File: src/sfwdg_pkg.sv
// shared constants for the software fault watchdog
`default_nettype none
package sfwdg_pkg;
    // bus register map (word offsets as byte addresses)
    localparam logic [7:0] GUARD_OFS = 8'hd8;
    localparam logic [7:0] STAT_OFS = 8'hdc;
    localparam logic [7:0] MASK_OFS = 8'he0;
    localparam logic [7:0] CTRL_OFS = 8'he4;
    // guard timer register fields
    localparam int ENABLE_BIT = 0;
    localparam int ALIVE_BIT = 1;
    localparam int COUNT_LSB = 2;
    localparam logic [7:0] GUARD_RESET = 8'hfe;
    // event bits in status and mask
    localparam int EV_EXPIRE = 0;
    localparam int EV_SWRESET = 1;
    localparam int EV_STOP = 2;
    localparam int EV_WIDTH = 3;
    // timing
    localparam int CLK_HZ = 25000000;
    localparam int STEP_CYCLES = 3072;
    localparam int PULSE_NS = 500;
    localparam int PULSE_CYCLES = (PULSE_NS * (CLK_HZ / 1000000)) / 1000;
    localparam int COUNT_STEPS = 64;
    // halt decision outcomes
    typedef enum logic [1:0] {SFWDG_RUN, SFWDG_WAIT, SFWDG_STOP} sfwdg_halt_t;
endpackage : sfwdg_pkg
`default_nettype wire

File: src/sfwdg_if.sv
// carrier between the watchdog core and its reset pulse stretcher
`default_nettype none
interface sfwdg_if;
    logic fire;
    logic busy;
    logic resetOut;
    modport core (output fire, input busy, input resetOut);
    modport pulse (input fire, output busy, output resetOut);
endinterface : sfwdg_if
`default_nettype wire

File: src/sfwdg_top.sv
// software fault watchdog with AHB-Lite register access
//
// What this block does
// - while running, decrement alive+countdown counter every 3072 core clocks
// - timeout selectable in 64 steps, one decrement interval each
// - hardwired option keeps watchdog active, enable bit forced high
// - software option: off after reset, enabled once by software until reset
// - enabled and alive bit zero starts a reset pulse of about 500ns
// - clearing alive bit while enabled gives a software reset
// - disabled counter still runs as a 7-bit timer, bits reversed
// - at 8 MHz one decrement every 384 us, 0.384 to 24.576 ms
// - wait state leaves watchdog counting and resetting normally
// - disabled watchdog: stop instruction gives full stop
// - enabled, no external halt control: stop becomes wait
// - enabled with external halt control: stop if interrupt pin high, else wait
// - interrupt out of stop resumes counting from frozen value
// - register at 0D8h, readable and writable, resets to FEh
//
// Chosen here: the placing of the registers and the AHB-Lite interface to the registers.
`default_nettype none
module sfwdg_top #(
    parameter int STEP_LEN = sfwdg_pkg::STEP_CYCLES,
    parameter int PULSE_LEN = sfwdg_pkg::PULSE_CYCLES
) (
    // clock and reset
    input wire logic sys_clk,
    input wire logic rst,
    input wire logic clkEn,
    // ahb-lite slave
    input wire logic hsel,
    input wire logic [31:0] haddr,
    input wire logic [1:0] htrans,
    input wire logic hwrite,
    input wire logic [2:0] hsize,
    input wire logic [31:0] hwdata,
    input wire logic hready,
    output logic [31:0] hrdata,
    output logic hreadyout,
    output logic hresp,
    // option straps
    input wire logic hardwiredActivationOption,
    input wire logic externalHaltControlOption,
    // core side
    input wire logic stopRequest,
    input wire logic wakeInterrupt,
    input wire logic nmiPin,
    // outputs
    output logic resetPinN,
    output logic haltStop,
    output logic haltWait,
    output logic irq
);
    // the prescaler is sixteen bits wide
    if (STEP_LEN < 1 || STEP_LEN > 65535) begin : g_bad_step
        $error("step length out of range");
    end

    function automatic logic [5:0] bitrev6(input logic [5:0] v);
        for (int i = 0; i < 6; i++) begin
            bitrev6[i] = v[5 - i];
        end
    endfunction : bitrev6

    ////////////////////////////////////////////////////////////////////////////
    // pin synchronisers and strap capture
    logic [1:0] nmiSync_q;
    logic [1:0] hwOptSync_q, extOptSync_q;
    logic hwOpt_q, extOpt_q;
    logic [1:0] strapAge_q;

    always_ff @(posedge sys_clk or posedge rst) begin
        if (rst) begin
            nmiSync_q <= 2'b00;
            hwOptSync_q <= 2'b00;
            extOptSync_q <= 2'b00;
        end else if (clkEn) begin
            nmiSync_q <= {nmiSync_q[0], nmiPin};
            hwOptSync_q <= {hwOptSync_q[0], hardwiredActivationOption};
            extOptSync_q <= {extOptSync_q[0], externalHaltControlOption};
        end
    end

    // straps latched once, at the third edge after release, when the synchronisers hold them
    always_ff @(posedge sys_clk or posedge rst) begin
        if (rst) begin
            hwOpt_q <= 1'b0;
            extOpt_q <= 1'b0;
            strapAge_q <= 2'b00;
        end else if (clkEn && strapAge_q != 2'b11) begin
            strapAge_q <= strapAge_q + 2'b01;
            if (strapAge_q == 2'b10) begin
                hwOpt_q <= hwOptSync_q[1];
                extOpt_q <= extOptSync_q[1];
            end
        end
    end

    ////////////////////////////////////////////////////////////////////////////
    // ahb-lite address phase capture
    logic wrPend_q, wrPend_d, rdPend_q, rdPend_d;
    logic [7:0] addr_q, addr_d;
    logic take;

    assign take = hsel && hready && htrans[1];

    always_comb begin
        wrPend_d = take && hwrite;
        rdPend_d = take && !hwrite;
        addr_d = take ? haddr[7:0] : addr_q;
    end

    always_ff @(posedge sys_clk or posedge rst) begin
        if (rst) begin
            wrPend_q <= 1'b0;
            rdPend_q <= 1'b0;
            addr_q <= 8'h00;
        end else if (clkEn) begin
            wrPend_q <= wrPend_d;
            rdPend_q <= rdPend_d;
            addr_q <= addr_d;
        end
    end

    assign hreadyout = 1'b1;
    assign hresp = 1'b0;

    logic wrGuard, wrMask, rdStat;
    assign wrGuard = wrPend_q && addr_q == sfwdg_pkg::GUARD_OFS;
    assign wrMask = wrPend_q && addr_q == sfwdg_pkg::MASK_OFS;
    assign rdStat = rdPend_q && addr_q == sfwdg_pkg::STAT_OFS;

    ////////////////////////////////////////////////////////////////////////////
    // guard timer, prescaler and halt state
    sfwdg_if lnk ();
    logic [7:0] guard_q, guard_d;
    logic [15:0] pre_q, pre_d;
    logic frozen_q, frozen_d;
    logic enabled, tick, expire, swReset, haltIsStop, haltIsWait;
    logic [6:0] cnt, cntNext;
    sfwdg_pkg::sfwdg_halt_t halt;

    assign enabled = guard_q[sfwdg_pkg::ENABLE_BIT] | hwOpt_q;
    // counter: alive bit is msb, countdown lsb sits in bit 7
    assign cnt = {guard_q[sfwdg_pkg::ALIVE_BIT], bitrev6(guard_q[7:sfwdg_pkg::COUNT_LSB])};
    assign cntNext = cnt - 7'h01;
    assign tick = !frozen_q && pre_q == 16'(STEP_LEN - 1);

    always_comb begin
        halt = sfwdg_pkg::SFWDG_RUN;
        if (stopRequest) begin
            if (!enabled) begin
                halt = sfwdg_pkg::SFWDG_STOP;
            end else if (!extOpt_q) begin
                halt = sfwdg_pkg::SFWDG_WAIT;
            end else if (nmiSync_q[1]) begin
                halt = sfwdg_pkg::SFWDG_STOP;
            end else begin
                halt = sfwdg_pkg::SFWDG_WAIT;
            end
        end
    end

    assign haltIsStop = halt == sfwdg_pkg::SFWDG_STOP;
    assign haltIsWait = halt == sfwdg_pkg::SFWDG_WAIT;

    always_comb begin
        guard_d = guard_q;
        pre_d = tick ? 16'h0000 : (frozen_q ? pre_q : pre_q + 16'h0001);
        frozen_d = frozen_q;
        if (haltIsStop && enabled) begin
            frozen_d = 1'b1;
        end
        if (frozen_q && wakeInterrupt) begin
            frozen_d = 1'b0;
        end
        if (wrGuard) begin
            guard_d = hwdata[7:0];
            guard_d[sfwdg_pkg::ENABLE_BIT] = hwdata[sfwdg_pkg::ENABLE_BIT] | enabled;
        end else if (tick && !lnk.busy) begin
            guard_d = {bitrev6(cntNext[5:0]), cntNext[6], guard_q[0]};
        end
        if (hwOpt_q) begin
            guard_d[sfwdg_pkg::ENABLE_BIT] = 1'b1;
        end
    end

    always_ff @(posedge sys_clk or posedge rst) begin
        if (rst) begin
            guard_q <= sfwdg_pkg::GUARD_RESET;
            pre_q <= 16'h0000;
            frozen_q <= 1'b0;
        end else if (clkEn) begin
            guard_q <= guard_d;
            pre_q <= pre_d;
            frozen_q <= frozen_d;
        end
    end

    // reset trigger when alive bit is zero while enabled
    assign expire = enabled && !guard_q[sfwdg_pkg::ALIVE_BIT] && !lnk.busy;
    assign swReset = wrGuard && !hwdata[sfwdg_pkg::ALIVE_BIT] && enabled;
    assign lnk.fire = expire;

    sfwdg_pulse #(.PULSE_LEN(PULSE_LEN)) u_pulse (
        .sys_clk(sys_clk),
        .rst(rst),
        .clkEn(clkEn),
        .pl(lnk.pulse)
    );

    ////////////////////////////////////////////////////////////////////////////
    // interrupt status, mask and read data
    logic [sfwdg_pkg::EV_WIDTH-1:0] stat_q, stat_d, mask_q, mask_d, events;
    logic [31:0] rdata_q, rdata_d;
    logic resetN_q, stop_q, wait_q;

    assign events = {haltIsStop, swReset, expire};

    always_comb begin
        // only bits handed out by the read are cleared; set wins over clear
        stat_d = (rdStat ? (stat_q & ~rdata_q[sfwdg_pkg::EV_WIDTH-1:0]) : stat_q) | events;
        mask_d = wrMask ? hwdata[sfwdg_pkg::EV_WIDTH-1:0] : mask_q;
        rdata_d = 32'h0000_0000;
        if (take && !hwrite) begin
            unique case (haddr[7:0])
                sfwdg_pkg::GUARD_OFS: rdata_d = {24'h000000, guard_q};
                sfwdg_pkg::STAT_OFS: rdata_d = {29'h0, stat_q};
                sfwdg_pkg::MASK_OFS: rdata_d = {29'h0, mask_q};
                sfwdg_pkg::CTRL_OFS: rdata_d = {28'h0, frozen_q, nmiSync_q[1], extOpt_q, hwOpt_q};
                default: rdata_d = 32'h0000_0000;
            endcase
        end
    end

    always_ff @(posedge sys_clk or posedge rst) begin
        if (rst) begin
            stat_q <= '0;
            mask_q <= '0;
            rdata_q <= 32'h0000_0000;
            resetN_q <= 1'b1;
            stop_q <= 1'b0;
            wait_q <= 1'b0;
        end else if (clkEn) begin
            stat_q <= stat_d;
            mask_q <= mask_d;
            rdata_q <= rdata_d;
            resetN_q <= !lnk.resetOut;
            stop_q <= haltIsStop;
            wait_q <= haltIsWait;
        end
    end

    assign hrdata = rdata_q;
    assign irq = |(stat_q & mask_q);
    assign resetPinN = resetN_q;
    assign haltStop = stop_q;
    assign haltWait = wait_q;
endmodule : sfwdg_top
`default_nettype wire

File: src/sfwdg_pulse.sv
// reset pulse stretcher: holds reset low for a counted number of cycles
`default_nettype none
module sfwdg_pulse #(
    parameter int PULSE_LEN = sfwdg_pkg::PULSE_CYCLES
) (
    // clock and reset
    input wire logic sys_clk,
    input wire logic rst,
    input wire logic clkEn,
    // link to core
    sfwdg_if.pulse pl
);
    logic [7:0] cnt_q, cnt_d;

    // the counter is eight bits wide
    if (PULSE_LEN < 1 || PULSE_LEN > 255) begin : g_bad_pulse
        $error("pulse length out of range");
    end

    always_comb begin
        cnt_d = cnt_q;
        if (cnt_q != 8'h00) begin
            cnt_d = cnt_q - 8'h01;
        end else if (pl.fire) begin
            cnt_d = 8'(PULSE_LEN);
        end
    end

    always_ff @(posedge sys_clk or posedge rst) begin
        if (rst) begin
            cnt_q <= 8'h00;
        end else if (clkEn) begin
            cnt_q <= cnt_d;
        end
    end

    assign pl.busy = (cnt_q != 8'h00);
    assign pl.resetOut = (cnt_q != 8'h00);
endmodule : sfwdg_pulse
`default_nettype wire

File: config.mk
export PLATFORM = sky130hd
export DESIGN_NAME = sfwdg_top
export DESIGN_NICKNAME = d
export VERILOG_FILES = /design/src/sfwdg_pkg.sv /design/src/sfwdg_if.sv /design/src/sfwdg_top.sv /design/src/sfwdg_pulse.sv
export SDC_FILE = /design/constraint.sdc
export NUM_CORES = 1
export LEC_CHECK = 0
export BUFFER_PORTS_ARGS = -buffer_cell sky130_fd_sc_hd__buf_2
export CAP_MARGIN = 5
export CORE_MARGIN = 4
export CORE_UTILIZATION = 50
export CTS_CLUSTER_SIZE = 8
export DETAILED_ROUTE_END_ITERATION = 10
export HOLD_SLACK_MARGIN = 0.06
export PLACE_DENSITY = 0.78
export SYNTH_ARGS = -nofsm -noshare
export SYNTH_HDL_FRONTEND = slang
export SYNTH_SLANG_ARGS = --single-unit
export TNS_END_PERCENT = 5
File: constraint.sdc
create_clock -name sys_clk -period 6.7 [get_ports sys_clk]
set_clock_uncertainty 0.15 [all_clocks]
set_input_delay 1.34 -clock sys_clk [delete_from_list [all_inputs] [get_ports sys_clk]]
set_output_delay 1.34 -clock sys_clk [all_outputs]
set_load 0.02 [all_outputs]
==> reports/metrics.sh, run 1 <==
PATH_CLASS='in2reg'
LAYOUT-AREA-OVERHEAD-VS-SYNTH_PCT=9.95
CRITICAL_PATH.MAX_STAGE_DELAY_NS=0.67
SETUP-TNS-FINAL_NS=0
HOLD_PATH.CLASS='reg2reg'
CELL_AREA_AFTER_TECHNOLOGY_MAPPING_UM2=3870
N_FILL_CELL=654
YS_ASYNC_SR_FRACTION_PCT=100
CRITICAL_PATH.STARTPOINT='clkEn'
INITIAL_CORE_UTIL_PCT=52.5
PWR_CELL_AREA_nW_PER_UM2=279
SETUP_BUFFERS_AFTER_CTS=0
CTS_SINKS=70
CRITICAL_PATH.ENDPOINT_TYPE='flop'
MAX_CAP_VIOL_COUNT=0
R2R_SETUP_SLACK_NS=4.38
DETAIL_ROUTED_VIA_COUNT_PER_CELL=5.55
YS_WARNS=0
POWER_FRAC_SEQ_PCT=50.5
TOTALWIRELENGTH_UM=7840
ROW_COUNT=31
DRTANTENNAVIOLNETS=0
CLOCK_TREE.BUFFER_DEPTH=2
CTS.HOLD.BUFFERS_ADDED=0
DESIGN.PORTCOUNT=118
GRT_FIRST_PASS_WIRELENGTH_UM=13000
REPORT.FINAL.SETUP_VIOL=0
PLACEMENT.CELL_AREA_UM2=4060
SYNTH-EDFF-COUNT=0
DRIVE_GT1_SHARE_PCT=23.0
GRT_UTIL_ALL_LAYERS_PCT=18.3
CTSHTREEMAXLEVEL=3
PERIOD_MINUS_SLACK_NS=3.31
GRT_START_MAX_NET_PINS=71
TIMING.CRITICAL_PATH.REQUIRED_NS=6.82
MAX_FREQ_GHz=0.302
PORT_BUFFERS=39
SETUP_REPAIR_AFTER_GLOBAL_ROUTING_MISSED_ITS_MARGIN='false'
SYNTHCELLS=382
AREA_ENCLOSED_BY_THE_DIE_BOUNDARY_UM2=9210
POSTSYNTHREGISTERBITS=70
REG2REG_TO='guard_q[5]'
WORSTPATHCELLLIST='buf_2 > buf_4 > nand4_1 > nor4_2 > nand2_1 > o21ai_1'
LAYOUT.NETS=507
P_COMB_SHARE_PCT=20.7
DPL.HPWL_UM=5660
TOTAL_SWITCHING_POWER_uW=392
DETAIL_ROUTE.WL_PER_CELL_UM=14.9
CLKLATENCYLATEPIN_NS=0.35
INTERNAL_POWER_uW=795
POST-ROUTE-CELL-AREA_UM2=4260
POWER.SWITCHING_FRACTION_PCT=33.0
SYNTH_FLOP_CELL='sky130_fd_sc_hd__dfrtp_1'
WORST_PIN_SLEW_NS=0.848
GPL_CONGESTION=0.838
GRT_ANTENNA_BEFORE_REPAIR=0
DRT_DRC_VIOLATIONS_LEFT=0
FIRST_GLOBAL_VIAS=2745
LAYOUT_WORST_PATH_CYCLE_SHARE_PCT=49.4
FIRST_ITER_VIOLATIONS=206
WORST_SETUP_PATH_START_KIND='input pin'
GRT_OVERFLOW_TOTAL=0
VDD.IR_DROP.WORST_uV=185
CRIT_PATH_END='hrdata[7]'
OUTCOME='finished clean'
HIGHEST_FANOUT_SEEN_ON_THE_CRITICAL_PATH=60
DATA_ARRIVAL_TIME_OF_THE_CRITICAL_PATH_NS=3.43
POST_SYNTH.CELL_AREA_AVG_UM2=10.1
FINAL_MAX_SLEW_VIOL_COUNT=0
NUM_VIAS=2912
MULTIINPUTGATEAREA_UM2=1860
SYNTH_CELL_TYPES=62
CLOCK_POWER_SHARE_PCT=28.8
CRITICAL_HOLD_PATH_STARTPOINT='pre_q[6]'
DRT-PASS1-ITER-COUNT=4
WORST-R2R-CELL-COUNT=6
DIE_W_UM=96.0
RESIZED_AFTER_CTS=0
R2R-START='u_pulse.cnt_q[0]'
WORST_SLACK_NS=3.39
CORE_UM2=7370
INSERTED_CLOCK_BUFFERS=9
CHIPHEIGHT_UM=96.0
DP_SLACK_NS=3.01
CTS_ROOT_BUF='sky130_fd_sc_hd__clkbuf_8'
POWER_LEAKAGE_nW=1.93
WORST_SETUP_HOLD_PATH_CLK_SLEW_NS=0.07
INSERTEDDIODECOUNT=0
TIMING.MAX_SLEW.REL_SLACK_PCT=43.4
HOLD_VIOL_FINAL=0
CP_SLOWEST_CELL='sky130_fd_sc_hd__nand4_1'
SYNTH_SEQ_AREA_SHARE_PCT=45.5
REGAREA_UM2=1760
TRITONCTS_CLOCK_TREE='built'
==> synthesized netlist by cell type (all sizes together), types with 4 or more instances <==
master | number | area share (%)
dfrtp | 62 | 40
nand2 | 40 | 3.9
buf | 27 | 5.2
inv | 27 | 2.6
mux2 | 22 | 6.4
nor2 | 17 | 1.7
o21ai | 17 | 2.2
nor3 | 12 | 1.6
nand3 | 11 | 1.6
nand4 | 11 | 2.2
clkbuf | 10 | 0.97
o22ai | 9 | 1.5
dfstp | 8 | 5.4
mux2i | 8 | 2.1
a21o | 6 | 1.2
ha | 6 | 1.9
xnor2 | 6 | 1.4
xor2 | 6 | 1.4
a31oi | 5 | 0.81
nor2b | 5 | 0.81
nor4 | 5 | 1.4
or3 | 5 | 0.81
and3 | 4 | 0.65
and4b | 4 | 1.0
nor4b | 4 | 1.5
or4 | 4 | 0.78
==> placed cells by master (no fill, tap or decap), drive strengths merged, types with 3 or more instances in the layout <==
master / count
or4: 4
nor3: 12
conb: 26
nand3b: 3
inv: 27
dfstp: 8
nand2: 40
a21o: 6
and4: 3
a31oi: 5
o21ai: 17
xor2: 6
and3: 4
xnor2: 6
buf: 41
nor4b: 4
o22ai: 9
nand2b: 3
nor2b: 5
nor2: 17
and4b: 4
a21oi: 3
nor4: 5
clkbuf: 10
dfrtp: 62
mux2i: 8
nand4: 11
or3: 5
mux2: 22
ha: 6
nand3: 11
clkinv: 4
==> registers in the layout, indices dropped and copies added, names as in the netlist <==
name / cells
extOptSync_q: 2
guard_q: 8
stat_q: 3
haltWait: 1
rdPend_q: 1
hwOpt_q: 1
resetPinN: 1
hwOptSync_q: 2
haltStop: 1
hrdata: 8
addr_q: 8
mask_q: 3
nmiSync_q: 2
extOpt_q: 1
strapAge_q: 2
u_pulse.cnt_q: 8
frozen_q: 1
pre_q: 16
wrPend_q: 1
==> power by group through the flow <==
stage               registers [mW]  logic [mW]  clock network (mW)
finish                       0.600       0.246               0.341
global route                 0.612       0.280               0.365
CTS                          0.599       0.248               0.351
detailed placement           0.606       0.247                   0
global placement             0.598       0.235                   0
floorplan                    0.574       0.211                   0
==> critical path: cells and delay by family <==
| family | cells | cell delay (ns) |
|---|---|---|
| and+or+nand+nor | 3 | 1.45 |
| buffers and inverters | 2 | 0.55 |
| AOI/OAI and AO/OA | 1 | 0.10 |
==> routing by layer <==
metal	share of wire [%]	wire length [um]	GRT usage, %	up-vias
met3	6.5	509	5.47	9
met1	46	3570	25.4	1412
met5	0	0	0	-
met2	47	3670	27.2	87
met4	1.1	89	6.64	0
li1	-	-	-	1404
==> stage by stage <==
step                      hold WS [ns]  power, mW  std cells  util [%]
final                            0.329       1.19        525      57.8
after floorplan                  0.288      0.786        406         -
after global routing             0.362       1.26        525      57.8
after global placement           0.307      0.833        509      55.1
after detailed placement         0.315      0.852        509      55.1
after CTS                        0.335       1.20        525      57.8
==> logic make-up (layout without fill, tap and decap cells) <==
logic type	Yosys count	in the layout	synth area share (%)
AO/OA/AOI/OAI	60	60	11.2
XOR/XNOR	12	12	2.71
adder cells (fa/ha/maj)	6	6	1.94
buffers and inverters	64	84	8.76
flip-flops	70	70	45.5
multiplexers	30	30	8.47
other	2	26	0.194
AND/OR/NAND/NOR	138	138	21.2
==> how the worst min path moves through the flow <==
stage | cells after the start | slack (ns) | to
finish | 1 | 0.33 | pre_q[6]
global route | 1 | 0.36 | pre_q[8]
CTS | 1 | 0.33 | pre_q[6]
detailed placement | 1 | 0.32 | pre_q[6]
global placement | 1 | 0.31 | pre_q[6]
floorplan | 1 | 0.29 | pre_q[6]
==> area by class of cell <==
cell class	instances	area share [%]
clock buffer	10	3.23
clock inverter	6	1.44
inverter	27	2.38
multi-input combinational	272	43.7
sequential	70	41.4
tap	99	2.91
timing repair buffer	41	4.94
Note: power is estimated with default switching activity, not from simulation.
==> inputs of run 2 (changes only) <==
Settings changed: CORE_UTILIZATION 50 to 47, PLACE_DENSITY 0.78 to 0.77.
Clock period 6.7 ns to 2.69 ns, I/O delays scaled along.
==> run 2 against run 1 <==
Sequential power is 150% higher; core utilization is 2.3 points lower; die area grew 5.8%; combinational power rose to 2.5 times the previous value; first-iteration DRC count is 32% lower; worst setup slack got worse by 2.9 ns; clock power grew to 3.0 times the previous value; final cell count increased by 1.5%; sequential share of layout area shrank 0.93 points; non-clock buffer count increased by 6; via count up 1.3%; largest cell class unchanged; highest routed layer unchanged.
==> reports/metrics.sh, run 2 (same netlist as run 1, synthesis figures left out) <==
MOSTFREQUENTLAYOUTCELL='sky130_fd_sc_hd__dfrtp_1'
POST-ROUTE-CELL-AREA_UM2=4350
AREA_ENCLOSED_BY_THE_DIE_BOUNDARY_UM2=9750
INSERTEDDIODECOUNT=0
CP_TOP_FAMILY='compound AO/OA/AOI/OAI gates'
INTERNAL_POWER_mW=2.15
WORST_SLACK_NS=0.459
TIMING.CRITICAL_PATH.REQUIRED_NS=2.79
MAX_FREQ_GHz=0.448
CRITICAL_PATH.MAX_STAGE_DELAY_NS=0.41
LARGEST-REGISTER='pre_q'
INITIAL_CORE_UTIL_PCT=49.3
PORT_BUFFERS=39
CTS.HOLD.BUFFERS_ADDED=0
DATA_ARRIVAL_TIME_OF_THE_CRITICAL_PATH_NS=2.33
RESIZED_AFTER_CTS=0
DESIGN.PORTCOUNT=118
WORSTPATHCELLLIST='inv_1 > ha_1 > nor4b_4 > buf_4 > nand2_1 > o311a_1 > a211oi_1'
TOTAL_SWITCHING_POWER_uW=980
GRT_UTIL_ALL_LAYERS_PCT=18.0
WORST_HOLD_SLACK_NS=0.0784
ROW_COUNT=32
CLOCK_TREE.BUFFER_DEPTH=2
DP_SLACK_NS=0.483
DIE_W_UM=98.8
GRT_START_MAX_NET_PINS=35
REPORT.FINAL.SETUP_VIOL=0
TOTALWIRELENGTH_UM=8310
UTILIZATION_PCT=55.5
TIMING.MAX_SLEW.REL_SLACK_PCT=63.0
LAYOUT-AREA-OVERHEAD-VS-SYNTH_PCT=12.5
CRITICAL_PATH.ENDPOINT_TYPE='flop'
PWR_CELL_AREA_nW_PER_UM2=719
PATH_CLASS='reg2reg'
CP_SLOWEST_CELL='sky130_fd_sc_hd__dfrtp_1'
WORST-R2R-CELL-COUNT=7
GRT_OVERFLOW_TOTAL=0
DRTANTENNAVIOLNETS=0
REG2REG_TO='guard_q[3]'
HIGHEST_FANOUT_SEEN_ON_THE_CRITICAL_PATH=4
CHIPHEIGHT_UM=98.8
GR-MAX-USAGE-LAYER='met2'
GRT_ANTENNA_BEFORE_REPAIR=0
LAYOUT.NETS=513
FIRST_GLOBAL_VIAS=2945
TRITONCTS_CLOCK_TREE='built'
POWER_FRAC_SEQ_PCT=47.8
CRITICAL_PATH.N_BUFFERS_INVERTERS=2
VDD.IR_DROP.WORST_uV=363
P_COMB_SHARE_PCT=20.0
DRT-PASS1-ITER-COUNT=4
DETAIL_ROUTE.WL_PER_CELL_UM=15.6
WORST_SETUP_PATH_START_KIND='flop'
PERIOD_MINUS_SLACK_NS=2.23
CTS_ROOT_BUF='sky130_fd_sc_hd__clkbuf_8'
CORE_UM2=7850
WORST_PIN_SLEW_NS=0.555
FINAL_CELL_MIX='sky130_fd_sc_hd__dfrtp_1, sky130_fd_sc_hd__nand2_1, sky130_fd_sc_hd__buf_2'
MAX_CAP_VIOL_COUNT=0
CLKLATENCYLATEPIN_NS=0.35
HOLD_VIOL_FINAL=0
GPL_CONGESTION=0.851
LAYOUT_WORST_PATH_CYCLE_SHARE_PCT=82.9
FINAL_MAX_SLEW_VIOL_COUNT=0
SETUP-TNS-FINAL_NS=0
WORST_SETUP_HOLD_PATH_CLK_SLEW_NS=0.07
INSERTED_CLOCK_BUFFERS=9
NUM_VIAS=2950
GLOBAL_ROUTE.USAGE.MET3_PCT=4.39
DPL.HPWL_UM=6180
N_FILL_CELL=688
CTSHTREEMAXLEVEL=3
DRT_DRC_VIOLATIONS_LEFT=0
PLACEMENT.CELL_AREA_UM2=4120
R2R_SETUP_SLACK_NS=0.46
DETAIL_ROUTED_VIA_COUNT_PER_CELL=5.53
LARGEST_REGISTER_FF_COUNT=16
CLOCK_POWER_SHARE_PCT=32.2
FIRST_ITER_VIOLATIONS=140
DRIVE_GT1_SHARE_PCT=23.9
CTS_SINKS=70
USE_MET1_PCT=23.9
HOLD_PATH.CLASS='in2async'
POWER.SWITCHING_FRACTION_PCT=31.3
SETUP_BUFFERS_AFTER_CTS=0
SETUP_REPAIR_AFTER_GLOBAL_ROUTING_MISSED_ITS_MARGIN='false'
GRT_USE_MET2_PCT=28.7
R2R-START='u_pulse.cnt_q[0]'
POWER_LEAKAGE_nW=1.98
GRT_FIRST_PASS_WIRELENGTH_UM=14200
OUTCOME='finished clean'
[run 2: layout make-up]
cell class	instances	area (um^2)	share of cell area (%)
clock buffer	9	124	2.84
sequential	70	1760	40.5
timing repair buffer	47	268	6.15
inverter	27	101	2.33
tap	102	128	2.93
multi-input combinational	272	1860	42.7
clock inverter	6	111	2.56
[run 2: worst max path at each step]
stage | start | to | slack [ns] | cells past startpoint
global route | u_pulse.cnt_q[0] | guard_q[7] | 0.28 | 6
detailed placement | u_pulse.cnt_q[0] | guard_q[5] | 0.48 | 6
CTS | u_pulse.cnt_q[0] | guard_q[3] | 0.44 | 7
global placement | u_pulse.cnt_q[0] | guard_q[5] | 0.49 | 6
floorplan | rst | addr_q[0] | 0.25 | 1
finish | u_pulse.cnt_q[0] | guard_q[3] | 0.46 | 7
[run 2: through the flow]
stage	std cells	power (mW)
after CTS	533	3.15
after floorplan	406	1.96
after global routing	533	3.31
final	533	3.13
after detailed placement	518	2.13
after global placement	518	2.09
[run 2: per-layer routing]
layer  routed length, um  part of all wire [%]  up-vias
li1                    -                     -     1406
met1                3530                    42     1431
met2                4090                    49       98
met3                 559                   6.7       15
met4                 129                   1.6        0
met5                   0                     0        -
[run 2: power by group through the flow]
| stage | Sequential [mW] | Clock [mW] | Combinational (mW) |
|---|---|---|---|
| 6_report | 1.49 | 1.01 | 0.625 |
| 5_1_grt | 1.53 | 1.08 | 0.710 |
| 4_1_cts | 1.49 | 1.03 | 0.629 |
| 3_5_place_dp | 1.50 | 0 | 0.629 |
| 3_3_place_gp | 1.49 | 0 | 0.598 |
| 2_1_floorplan | 1.43 | 0 | 0.526 |
